--- config.mk ---
export PLATFORM = sky130hd
export DESIGN_NAME = dscp_priority_and_snoop_ctrl
export DESIGN_NICKNAME = d
export VERILOG_FILES = /design/src/dscp_snoop_pkg.sv /design/src/dscp_priority_and_snoop_ctrl.sv /design/src/dscp_prio_lookup.sv /design/src/snoop_mirror_filter.sv
export SDC_FILE = /design/constraint.sdc
export NUM_CORES = 1
export LEC_CHECK = 0
export BUFFER_PORTS_ARGS = -buffer_cell sky130_fd_sc_hd__buf_2
export CORE_UTILIZATION = 28
export CTS_CLUSTER_SIZE = 24
export DETAILED_ROUTE_END_ITERATION = 7
export GPL_ROUTABILITY_DRIVEN = 0
export PLACE_DENSITY_LB_ADDON = 0.15
export REMOVE_ABC_BUFFERS = 1
export SLEW_MARGIN = 5
export SYNTH_ARGS = -nofsm -noshare
export SYNTH_HDL_FRONTEND = slang
export SYNTH_HIERARCHICAL = 1
export SYNTH_SLANG_ARGS = --single-unit
--- constraint.sdc ---
create_clock -name core_clk -period 3.2 [get_ports core_clk]
set_input_delay 0.64 -clock core_clk [delete_from_list [all_inputs] [get_ports core_clk]]
set_output_delay 0.64 -clock core_clk [all_outputs]
set_load 0.02 [all_outputs]
--- src/dscp_snoop_pkg.sv ---
// ****************************************************************
// constants and carriers shared by the priority and snoop block
// ****************************************************************
package dscp_snoop_pkg;

   // ****************************************************************
   // register map
   // ****************************************************************
   // number of byte-wide dscp mapping registers
   localparam int MAP_COUNT = 11;
   // first dscp code covered by the mapping registers
   localparam logic [5:0] DSCP_FIRST = 6'h2A;
   // mapping register offsets, index 0 serves codes 0x2A/0x2B
   localparam logic [MAP_COUNT-1:0][15:0] MAP_ADDR = {
      16'h035F, 16'h035E, 16'h035D, 16'h035C, 16'h035B, 16'h035A,
      16'h0359, 16'h0358, 16'h0357, 16'h0350, 16'h0355};
   // global mirroring and snooping control offset
   localparam logic [15:0] CTRL_ADDR = 16'h0370;

   // ****************************************************************
   // field layout and reset values
   // ****************************************************************
   localparam int PRIO_W = 3;        // width of one priority field
   localparam int LO_LSB = 0;        // even code field, bits 2:0
   localparam int HI_LSB = 4;        // odd code field, bits 6:4
   localparam int GROUP_EN_BIT = 6;  // ipv4 group snooping enable
   localparam int CRIT_BIT = 3;      // listener criteria select
   localparam int LISTEN_EN_BIT = 2; // ipv6 listener snooping enable
   localparam int MIRROR_AND_BIT = 0; // mirror filter select
   localparam logic [5:0] MAP_RESET = 6'h00;
   localparam logic [7:0] RDATA_RESET = 8'h00;

   // ****************************************************************
   // ipv6 next header codes
   // ****************************************************************
   localparam logic [7:0] NH_HOP = 8'h00;     // hop-by-hop header
   localparam logic [7:0] NH_ICMP = 8'h01;    // 1
   localparam logic [7:0] NH_ICMPV6 = 8'h3A;  // 58
   localparam logic [7:0] NH_ROUTE = 8'h2B;   // 43
   localparam logic [7:0] NH_FRAG = 8'h2C;    // 44
   localparam logic [7:0] NH_ESP = 8'h32;     // 50
   localparam logic [7:0] NH_AUTH = 8'h33;    // 51
   localparam logic [7:0] NH_DEST = 8'h3C;    // 60

   // ****************************************************************
   // carriers
   // ****************************************************************
   // global control bits as stored
   typedef struct packed {
      logic group_snoop_enable;
      logic listener_snoop_criteria_select;
      logic listener_snoop_enable;
      logic mirror_and_mode;
   } ctrl_type;

   // per-frame facts from the parser
   typedef struct packed {
      logic is_ipv4;
      logic is_ipv6;
      logic is_igmp;
      logic [5:0] dscp;
      logic [7:0] next_hdr;
      logic [7:0] hop_next_hdr;
      logic src_match;
      logic dst_match;
   } frame_info_type;

   // per-frame verdict to forwarding
   typedef struct packed {
      logic prio_hit;
      logic [PRIO_W-1:0] prio;
      logic to_host;
      logic mirror;
   } verdict_type;

endpackage

--- src/dscp_priority_and_snoop_ctrl.sv ---
`timescale 1ns/10ps
// ****************************************************************
// dscp priority map and global snoop/mirror control
// ****************************************************************

// Behaviour
// codes 0x2A/0x2B use bits 2:0/6:4, reset zero
// codes 0x2C/0x2D use low/high field
// codes 0x2E/0x2F use low/high field
// codes 0x30/0x31 use low/high field
// codes 0x32/0x33 use low/high field
// codes 0x34/0x35 use low/high field
// codes 0x36/0x37 use low/high field
// codes 0x38/0x39 use low/high field
// codes 0x3A/0x3B use low/high field
// codes 0x3C/0x3D use low/high field
// codes 0x3E/0x3F use low/high field
// group snoop bit sends IGMP to host
// listener snoop bit sends MLD to host
// criteria clear: next header 1 or 58
// criteria set: next header 43,44,50,51,60
// filter select one: source and destination match
// filter select zero: source or destination match
// software must also program per-port mirroring
module dscp_priority_and_snoop_ctrl
(
   input wire logic core_clk,
   input wire logic sys_rst,
   input wire logic reg_wr_en,
   input wire logic reg_rd_en,
   input wire logic [15:0] reg_addr,
   input wire logic [7:0] reg_wdata,
   output logic [7:0] reg_rdata_ff,
   output logic reg_ack_ff,
   input wire logic frame_valid,
   input wire dscp_snoop_pkg::frame_info_type frame_info,
   output logic verdict_valid_ff,
   output dscp_snoop_pkg::verdict_type verdict_ff
);

   // ****************************************************************
   // storage
   // ****************************************************************
   // two 3-bit fields per mapping register, high field on top
   logic [dscp_snoop_pkg::MAP_COUNT-1:0][5:0] map_ff;
   // global control bits
   dscp_snoop_pkg::ctrl_type ctrl_ff;

   // ****************************************************************
   // address decode
   // ****************************************************************
   // one-hot hit per mapping register
   logic [dscp_snoop_pkg::MAP_COUNT-1:0] map_sel;
   // control register hit
   wire ctrl_sel = reg_addr == dscp_snoop_pkg::CTRL_ADDR;
   // any mapped register hit
   wire any_sel = ctrl_sel | (|map_sel);

   // compare the address against each mapping offset
   genvar gi;
   generate
      for (gi = 0; gi < dscp_snoop_pkg::MAP_COUNT; gi++)
      begin : g_dec
         assign map_sel[gi] = reg_addr == dscp_snoop_pkg::MAP_ADDR[gi];
      end
   endgenerate

   // ****************************************************************
   // write data shaping
   // ****************************************************************
   // priority fields taken from the written byte
   wire [2:0] wr_lo = reg_wdata[dscp_snoop_pkg::LO_LSB +: 3];
   wire [2:0] wr_hi = reg_wdata[dscp_snoop_pkg::HI_LSB +: 3];
   // control fields taken from the written byte
   dscp_snoop_pkg::ctrl_type wr_ctrl;
   assign wr_ctrl.group_snoop_enable =
      reg_wdata[dscp_snoop_pkg::GROUP_EN_BIT];
   assign wr_ctrl.listener_snoop_criteria_select =
      reg_wdata[dscp_snoop_pkg::CRIT_BIT];
   assign wr_ctrl.listener_snoop_enable =
      reg_wdata[dscp_snoop_pkg::LISTEN_EN_BIT];
   assign wr_ctrl.mirror_and_mode =
      reg_wdata[dscp_snoop_pkg::MIRROR_AND_BIT];

   // ****************************************************************
   // read data shaping
   // ****************************************************************
   // selected mapping contents, zero when none hits
   logic [5:0] map_rd;
   always_comb
   begin
      map_rd = 6'h00;
      for (int i = 0; i < dscp_snoop_pkg::MAP_COUNT; i++)
      begin
         // one-hot select, so or-ing is exact
         if (map_sel[i])
         begin
            map_rd = map_rd | map_ff[i];
         end
      end
   end

   // mapping byte with reserved bits 7 and 3 as zero
   wire [7:0] map_byte = {1'b0, map_rd[5:3], 1'b0, map_rd[2:0]};
   // control byte with reserved bits 7, 5, 4, 1 as zero
   wire [7:0] ctrl_byte = {1'b0, ctrl_ff.group_snoop_enable, 2'b00,
                           ctrl_ff.listener_snoop_criteria_select,
                           ctrl_ff.listener_snoop_enable, 1'b0,
                           ctrl_ff.mirror_and_mode};
   // unmapped addresses read as zero
   wire [7:0] nxt_rdata = ctrl_sel ? ctrl_byte :
                          (|map_sel) ? map_byte : 8'h00;
   // every access is acknowledged, mapped or not
   wire nxt_ack = reg_wr_en | reg_rd_en;

   // ****************************************************************
   // register write
   // ****************************************************************
   // mapping registers, cleared to zero at reset
   always_ff @(posedge core_clk or posedge sys_rst)
   begin
      if (sys_rst)
      begin
         map_ff <= {dscp_snoop_pkg::MAP_COUNT{dscp_snoop_pkg::MAP_RESET}};
      end
      else
      begin
         for (int i = 0; i < dscp_snoop_pkg::MAP_COUNT; i++)
         begin
            // store both fields of the addressed pair
            if (reg_wr_en && map_sel[i])
            begin
               map_ff[i] <= {wr_hi, wr_lo};
            end
         end
      end
   end

   // control register, all features off at reset
   always_ff @(posedge core_clk or posedge sys_rst)
   begin
      if (sys_rst)
      begin
         ctrl_ff <= '0;
      end
      else if (reg_wr_en && ctrl_sel)
      begin
         ctrl_ff <= wr_ctrl;
      end
   end

   // ****************************************************************
   // register read and acknowledge
   // ****************************************************************
   // read data lands one cycle after the access
   always_ff @(posedge core_clk or posedge sys_rst)
   begin
      if (sys_rst)
      begin
         reg_rdata_ff <= dscp_snoop_pkg::RDATA_RESET;
         reg_ack_ff <= 1'b0;
      end
      else
      begin
         reg_ack_ff <= nxt_ack;
         // hold the last read value between reads
         if (reg_rd_en)
         begin
            reg_rdata_ff <= nxt_rdata;
         end
      end
   end

   // ****************************************************************
   // frame classification
   // ****************************************************************
   // combined verdict for the frame on the inputs
   dscp_snoop_pkg::verdict_type nxt_verdict;

   // priority from the dscp map
   dscp_prio_lookup u_lookup
   (
      .map(map_ff),
      .is_ip(frame_info.is_ipv4 | frame_info.is_ipv6),
      .dscp(frame_info.dscp),
      .hit(nxt_verdict.prio_hit),
      .prio(nxt_verdict.prio)
   );

   // snooping and mirror decisions; port matches arrive already
   // gated by per-port ingress mirroring settings
   snoop_mirror_filter u_filter
   (
      .ctrl(ctrl_ff),
      .info(frame_info),
      .to_host(nxt_verdict.to_host),
      .mirror(nxt_verdict.mirror)
   );

   // ****************************************************************
   // verdict register
   // ****************************************************************
   // verdict valid one cycle after the frame facts
   always_ff @(posedge core_clk or posedge sys_rst)
   begin
      if (sys_rst)
      begin
         verdict_valid_ff <= 1'b0;
         verdict_ff <= '0;
      end
      else
      begin
         verdict_valid_ff <= frame_valid;
         // keep the last verdict when no frame is offered
         if (frame_valid)
         begin
            verdict_ff <= nxt_verdict;
         end
      end
   end

   // ipv4 or ipv6 frame offered
   wire ip_frame = frame_valid & (frame_info.is_ipv4 | frame_info.is_ipv6);
endmodule // dscp_priority_and_snoop_ctrl

--- src/dscp_prio_lookup.sv ---
`timescale 1ns/10ps
// ****************************************************************
// dscp code to priority lookup
// ****************************************************************
module dscp_prio_lookup
(
   input wire logic [dscp_snoop_pkg::MAP_COUNT-1:0][5:0] map,
   input wire logic is_ip,
   input wire logic [5:0] dscp,
   output logic hit,
   output logic [dscp_snoop_pkg::PRIO_W-1:0] prio
);
   // offset of the code from the first mapped code
   wire [5:0] code_off = dscp - dscp_snoop_pkg::DSCP_FIRST;
   // register index, two codes per register
   wire [3:0] idx = code_off[4:1];
   // codes below the first mapped code are out of range
   wire in_range = dscp >= dscp_snoop_pkg::DSCP_FIRST;
   // selected register contents, zero outside the mapped range
   wire [5:0] pair = in_range ? map[idx] : 6'h00;

   // odd code takes the high field, even code the low one
   // unmapped frames get priority zero, never an unknown
   assign prio = !hit ? 3'h0 :
                 dscp[0] ? pair[5:3] : pair[2:0];
   // same selection serves the upper half of the range
   assign hit = is_ip & in_range;
endmodule // dscp_prio_lookup

--- src/snoop_mirror_filter.sv ---
`timescale 1ns/10ps
// ****************************************************************
// multicast snooping match and mirror filter
// ****************************************************************
module snoop_mirror_filter
(
   input wire dscp_snoop_pkg::ctrl_type ctrl,
   input wire dscp_snoop_pkg::frame_info_type info,
   output logic to_host,
   output logic mirror
);
   // default listener set: next header 1 or 58
   function automatic logic set_basic(input logic [7:0] nh);
      set_basic = (nh == dscp_snoop_pkg::NH_ICMP) |
                  (nh == dscp_snoop_pkg::NH_ICMPV6);
   endfunction

   // alternate listener set: 43, 44, 50, 51 or 60
   function automatic logic set_ext(input logic [7:0] nh);
      set_ext = (nh == dscp_snoop_pkg::NH_ROUTE) |
                (nh == dscp_snoop_pkg::NH_FRAG) |
                (nh == dscp_snoop_pkg::NH_ESP) |
                (nh == dscp_snoop_pkg::NH_AUTH) |
                (nh == dscp_snoop_pkg::NH_DEST);
   endfunction

   // hop-by-hop header present
   wire via_hop = info.next_hdr == dscp_snoop_pkg::NH_HOP;
   // match on the chosen set, directly or behind hop-by-hop
   wire basic_hit = set_basic(info.next_hdr) |
                    (via_hop & set_basic(info.hop_next_hdr));
   wire ext_hit = set_ext(info.next_hdr) |
                  (via_hop & set_ext(info.hop_next_hdr));
   wire listener_pkt = ctrl.listener_snoop_criteria_select ?
                       ext_hit : basic_hit;
   // group membership snooping on ipv4
   wire igmp_fwd = ctrl.group_snoop_enable & info.is_ipv4 &
                   info.is_igmp;
   // listener discovery snooping on ipv6
   wire mld_fwd = ctrl.listener_snoop_enable & info.is_ipv6 &
                  listener_pkt;

   assign to_host = igmp_fwd | mld_fwd;
   // and-mode needs both ports, or-mode either port
   assign mirror = ctrl.mirror_and_mode ?
                   (info.src_match & info.dst_match) :
                   (info.src_match | info.dst_match);
endmodule // snoop_mirror_filter

==> metrics <==
Tot GR Track Use 0.177; deepest level of the CTS H-tree 3; crit path max fanout 11; P&R area growth vs syn 18.8%; Sink Count 85; share of cells above drive strength 1 0.414; fin crit period between 2000 and 3000 ps; detailed-route DRC error count 0; IO Port Bufs 69; Crit. End Element flip-flop; initial antenna violation count 0; clock power share 0.424; Reg clk slew, reported paths 60 ps; Post-DRT Antenna Nets 0; die footprint 18300 µm²; Synth Register Bits 85; Vias per Instance approximately 5.3; Syn Std Cell Area between 4000 and 5000 µm²; first-pass GRT wire length 23900 µm; routed len/inst 21.0 µm; Placement Setup Slack 235 ps; Initial Utilization 0.287; Max Transition Viols Final 0; async set-or-reset flop fraction in the synthesized netlist 1.00; HPWL Detailed between 10000 and 15000 µm; DIE HEIGHT 135 µm; core area between 15000 and 20000 µm²; CTS tree built; sequential share of power 0.458; Antenna Cells 0; total negative setup slack 0 ps; sw frac 0.274; vias in the first global route 4058; clk_lat worst skew 350 ps; Placed Instance Area 5630 µm²; status finished, final reports clean; num rows 48; die width about 140 µm; CP Data Arrival Time between 2000 and 3000 ps; TritonRoute pass-1 iters 5; post-route clock period utilization 0.799; NetSw between 0.6 and 0.7 mW; Final nets 557; Fillers 1741; Internal roughly 1.7 mW; CTS Hold Bufs 0; # resized after CTS 0; CTS Root Cell clkbuf_16; postcts setup bufs 0; Synth Instances 430; Area contributors post-synth dfrtp_1, mux2_2, mux2i_1, mux4_2, a22oi_1; Fin. Hold Viols 0; Max Clock Freq approximately 400 MHz; design area just under 6000 µm²; Final Skew between 4 and 5 ps; RSZ-0062 raised after global routing false; Worst EP required around 3400 ps; worst slew pin tran around 650 ps; critical setup path kind primary input to flip-flop; CTS max path bufs 2; Startpoint Class primary input; Synth area leader dfrtp_1; CP max-delay cell mux4_1; slew margin rel. 0.563; GRT overflow 0; Synth top area share 0.427; sequential area share after synthesis 0.427; CP cell instances buf_2 > inv_2 > ha_1 > xnor2_1 > buf_12 > mux4_1 > mux2i_1 > o211ai_1 > mux2_2; Top-Level Pins 72; power per cell area 401 nW/µm²; combinational share of power 0.118; Mapped Avg Cell Area 11.6 µm²; Post-synth EDFFs 0; Netlist cell types 70; Synth Warn # 6; largest net degree at the start of global routing 55; final wirelength 15300 µm; Num CTS Buffers 9; via count 3895; Final Setup Violations 0; final setup margin 642 ps; CP peak stage delay 540 ps; worst hold path type primary input to async pin; peak supply drop 0.282 mV; initial DRC count 257; P_leak 2.72 nW; total of max-cap violations 0; dominant synthesized flop cell dfrtp_1
[flip-flops by register name (all words and copies together) (netlist names)]
| register | count |
|---|---|
| ctrl_byte | 4 |
| map_ff | 66 |
| reg_ack_ff | 1 |
| reg_rdata_ff | 7 |
| verdict_ff | 6 |
| verdict_valid_ff | 1 |
[cell families (layout without fill, tap and decap cells)]
group,Yosys count,count (layout),synth area share
adders and majority gates,2,2,0.00452
xor gates and xnor gates,3,3,0.00528
other,1,1,0.000753
buffers and inverters,40,115,0.0364
DFF,85,85,0.427
muxes,110,110,0.264
AOI/OAI and AO/OA,80,80,0.117
and+or+nand+nor,109,109,0.145
[path summary, 6_finish.rpt]
check,slack (ps),end,depth (start not counted),startpoint
max,640,verdict_ff[3],9,frame_info[19]
min,320,map_ff[13],2,sys_rst
max reg2reg,1480,verdict_ff[3],4,map_ff[43]
min reg2reg,490,reg_rdata_ff[5],1,reg_rdata_ff[5]
max in group asynchronous,2200,map_ff[23],3,sys_rst
min in group core_clk,490,reg_rdata_ff[5],1,reg_rdata_ff[5]
[cells in the final DEF (no fill, tap or decap), types with 5 or more instances in the layout]
master	synthesis	layout
a22oi_1	15	15
a21oi_1	8	8
mux4_2	7	7
a31oi_1	7	7
clkbuf_16	0	9
buf_4	3	16
mux2i_1	16	16
nand4_1	8	8
a221oi_1	5	5
mux2_2	83	83
inv_1	10	9
dfrtp_1	85	85
buf_2	4	69
nor2b_1	5	5
nor3b_1	5	5
o211ai_1	6	6
nor4bb_1	6	6
nand2_1	16	16
nand3_1	13	13
o21ai_0	10	10
nor2_1	19	19
[through the flow]
step | util | instances | hold WS (ps) | power [mW]
floorplan | - | 402 | 488 | 1.24
global placement | 0.324 | 714 | 487 | 1.38
detailed placement | 0.324 | 714 | 476 | 1.39
CTS | 0.341 | 730 | 345 | 2.40
global route | 0.341 | 730 | 372 | 2.48
finish | 0.341 | 730 | 322 | 2.37
[power groups by stage]
stage          combinational [mW]  clock [mW]  sequential, mW
2_1_floorplan               0.119           0            1.12
3_3_place_gp                0.277           0            1.11
3_5_place_dp                0.280           0            1.11
4_1_cts                     0.280        1.04            1.09
5_1_grt                     0.305        1.09            1.09
6_report                    0.279        1.00            1.09
[critical path: cells and delay by family]
kind                     cells  cell delay, ps
buffers and inverters        3             380
XOR/XNOR                     1             270
adder cells (fa/ha/maj)      1             250
multiplexers                 3            1050
AO/OA/AOI/OAI                1             190
[final cells by class]
cell class	count	area (µm²)	area share
clock buffers	9	225	0.0381
clock inverters	7	56.3	0.00953
inverters	12	46.3	0.00783
multi-input cells	305	2670	0.452
flip-flops and latches	85	2130	0.360
well taps	225	282	0.0476
repair buffers	87	505	0.0855
[synthesized netlist by cell type (all sizes together) (3+ instances only)]
| cell | count |
|---|---|
| o211ai | 6 |
| a221oi | 5 |
| mux2 | 86 |
| nor3b | 5 |
| nor4 | 6 |
| and3b | 4 |
| nand2 | 18 |
| buf | 11 |
| nand4 | 9 |
| o21ai | 11 |
| inv | 11 |
| a22oi | 15 |
| nand2b | 3 |
| nor2b | 5 |
| a32oi | 4 |
| a211o | 3 |
| nor3 | 4 |
| mux2i | 16 |
| dfrtp | 85 |
| nor4bb | 6 |
| nor2 | 19 |
| a21oi | 8 |
| a31oi | 7 |
| mux4 | 8 |
| and2 | 4 |
| o31ai | 4 |
| clkbuf | 17 |
| nand3 | 15 |
[layer usage]
layer,share of wire,global-route usage,up-vias
li1,-,-,1807
met1,0.45,0.225,1923
met2,0.46,0.286,138
met3,0.065,0.0509,27
met4,0.025,0.0605,0
met5,0,0,-
Note: power is estimated with default switching activity, not from simulation.
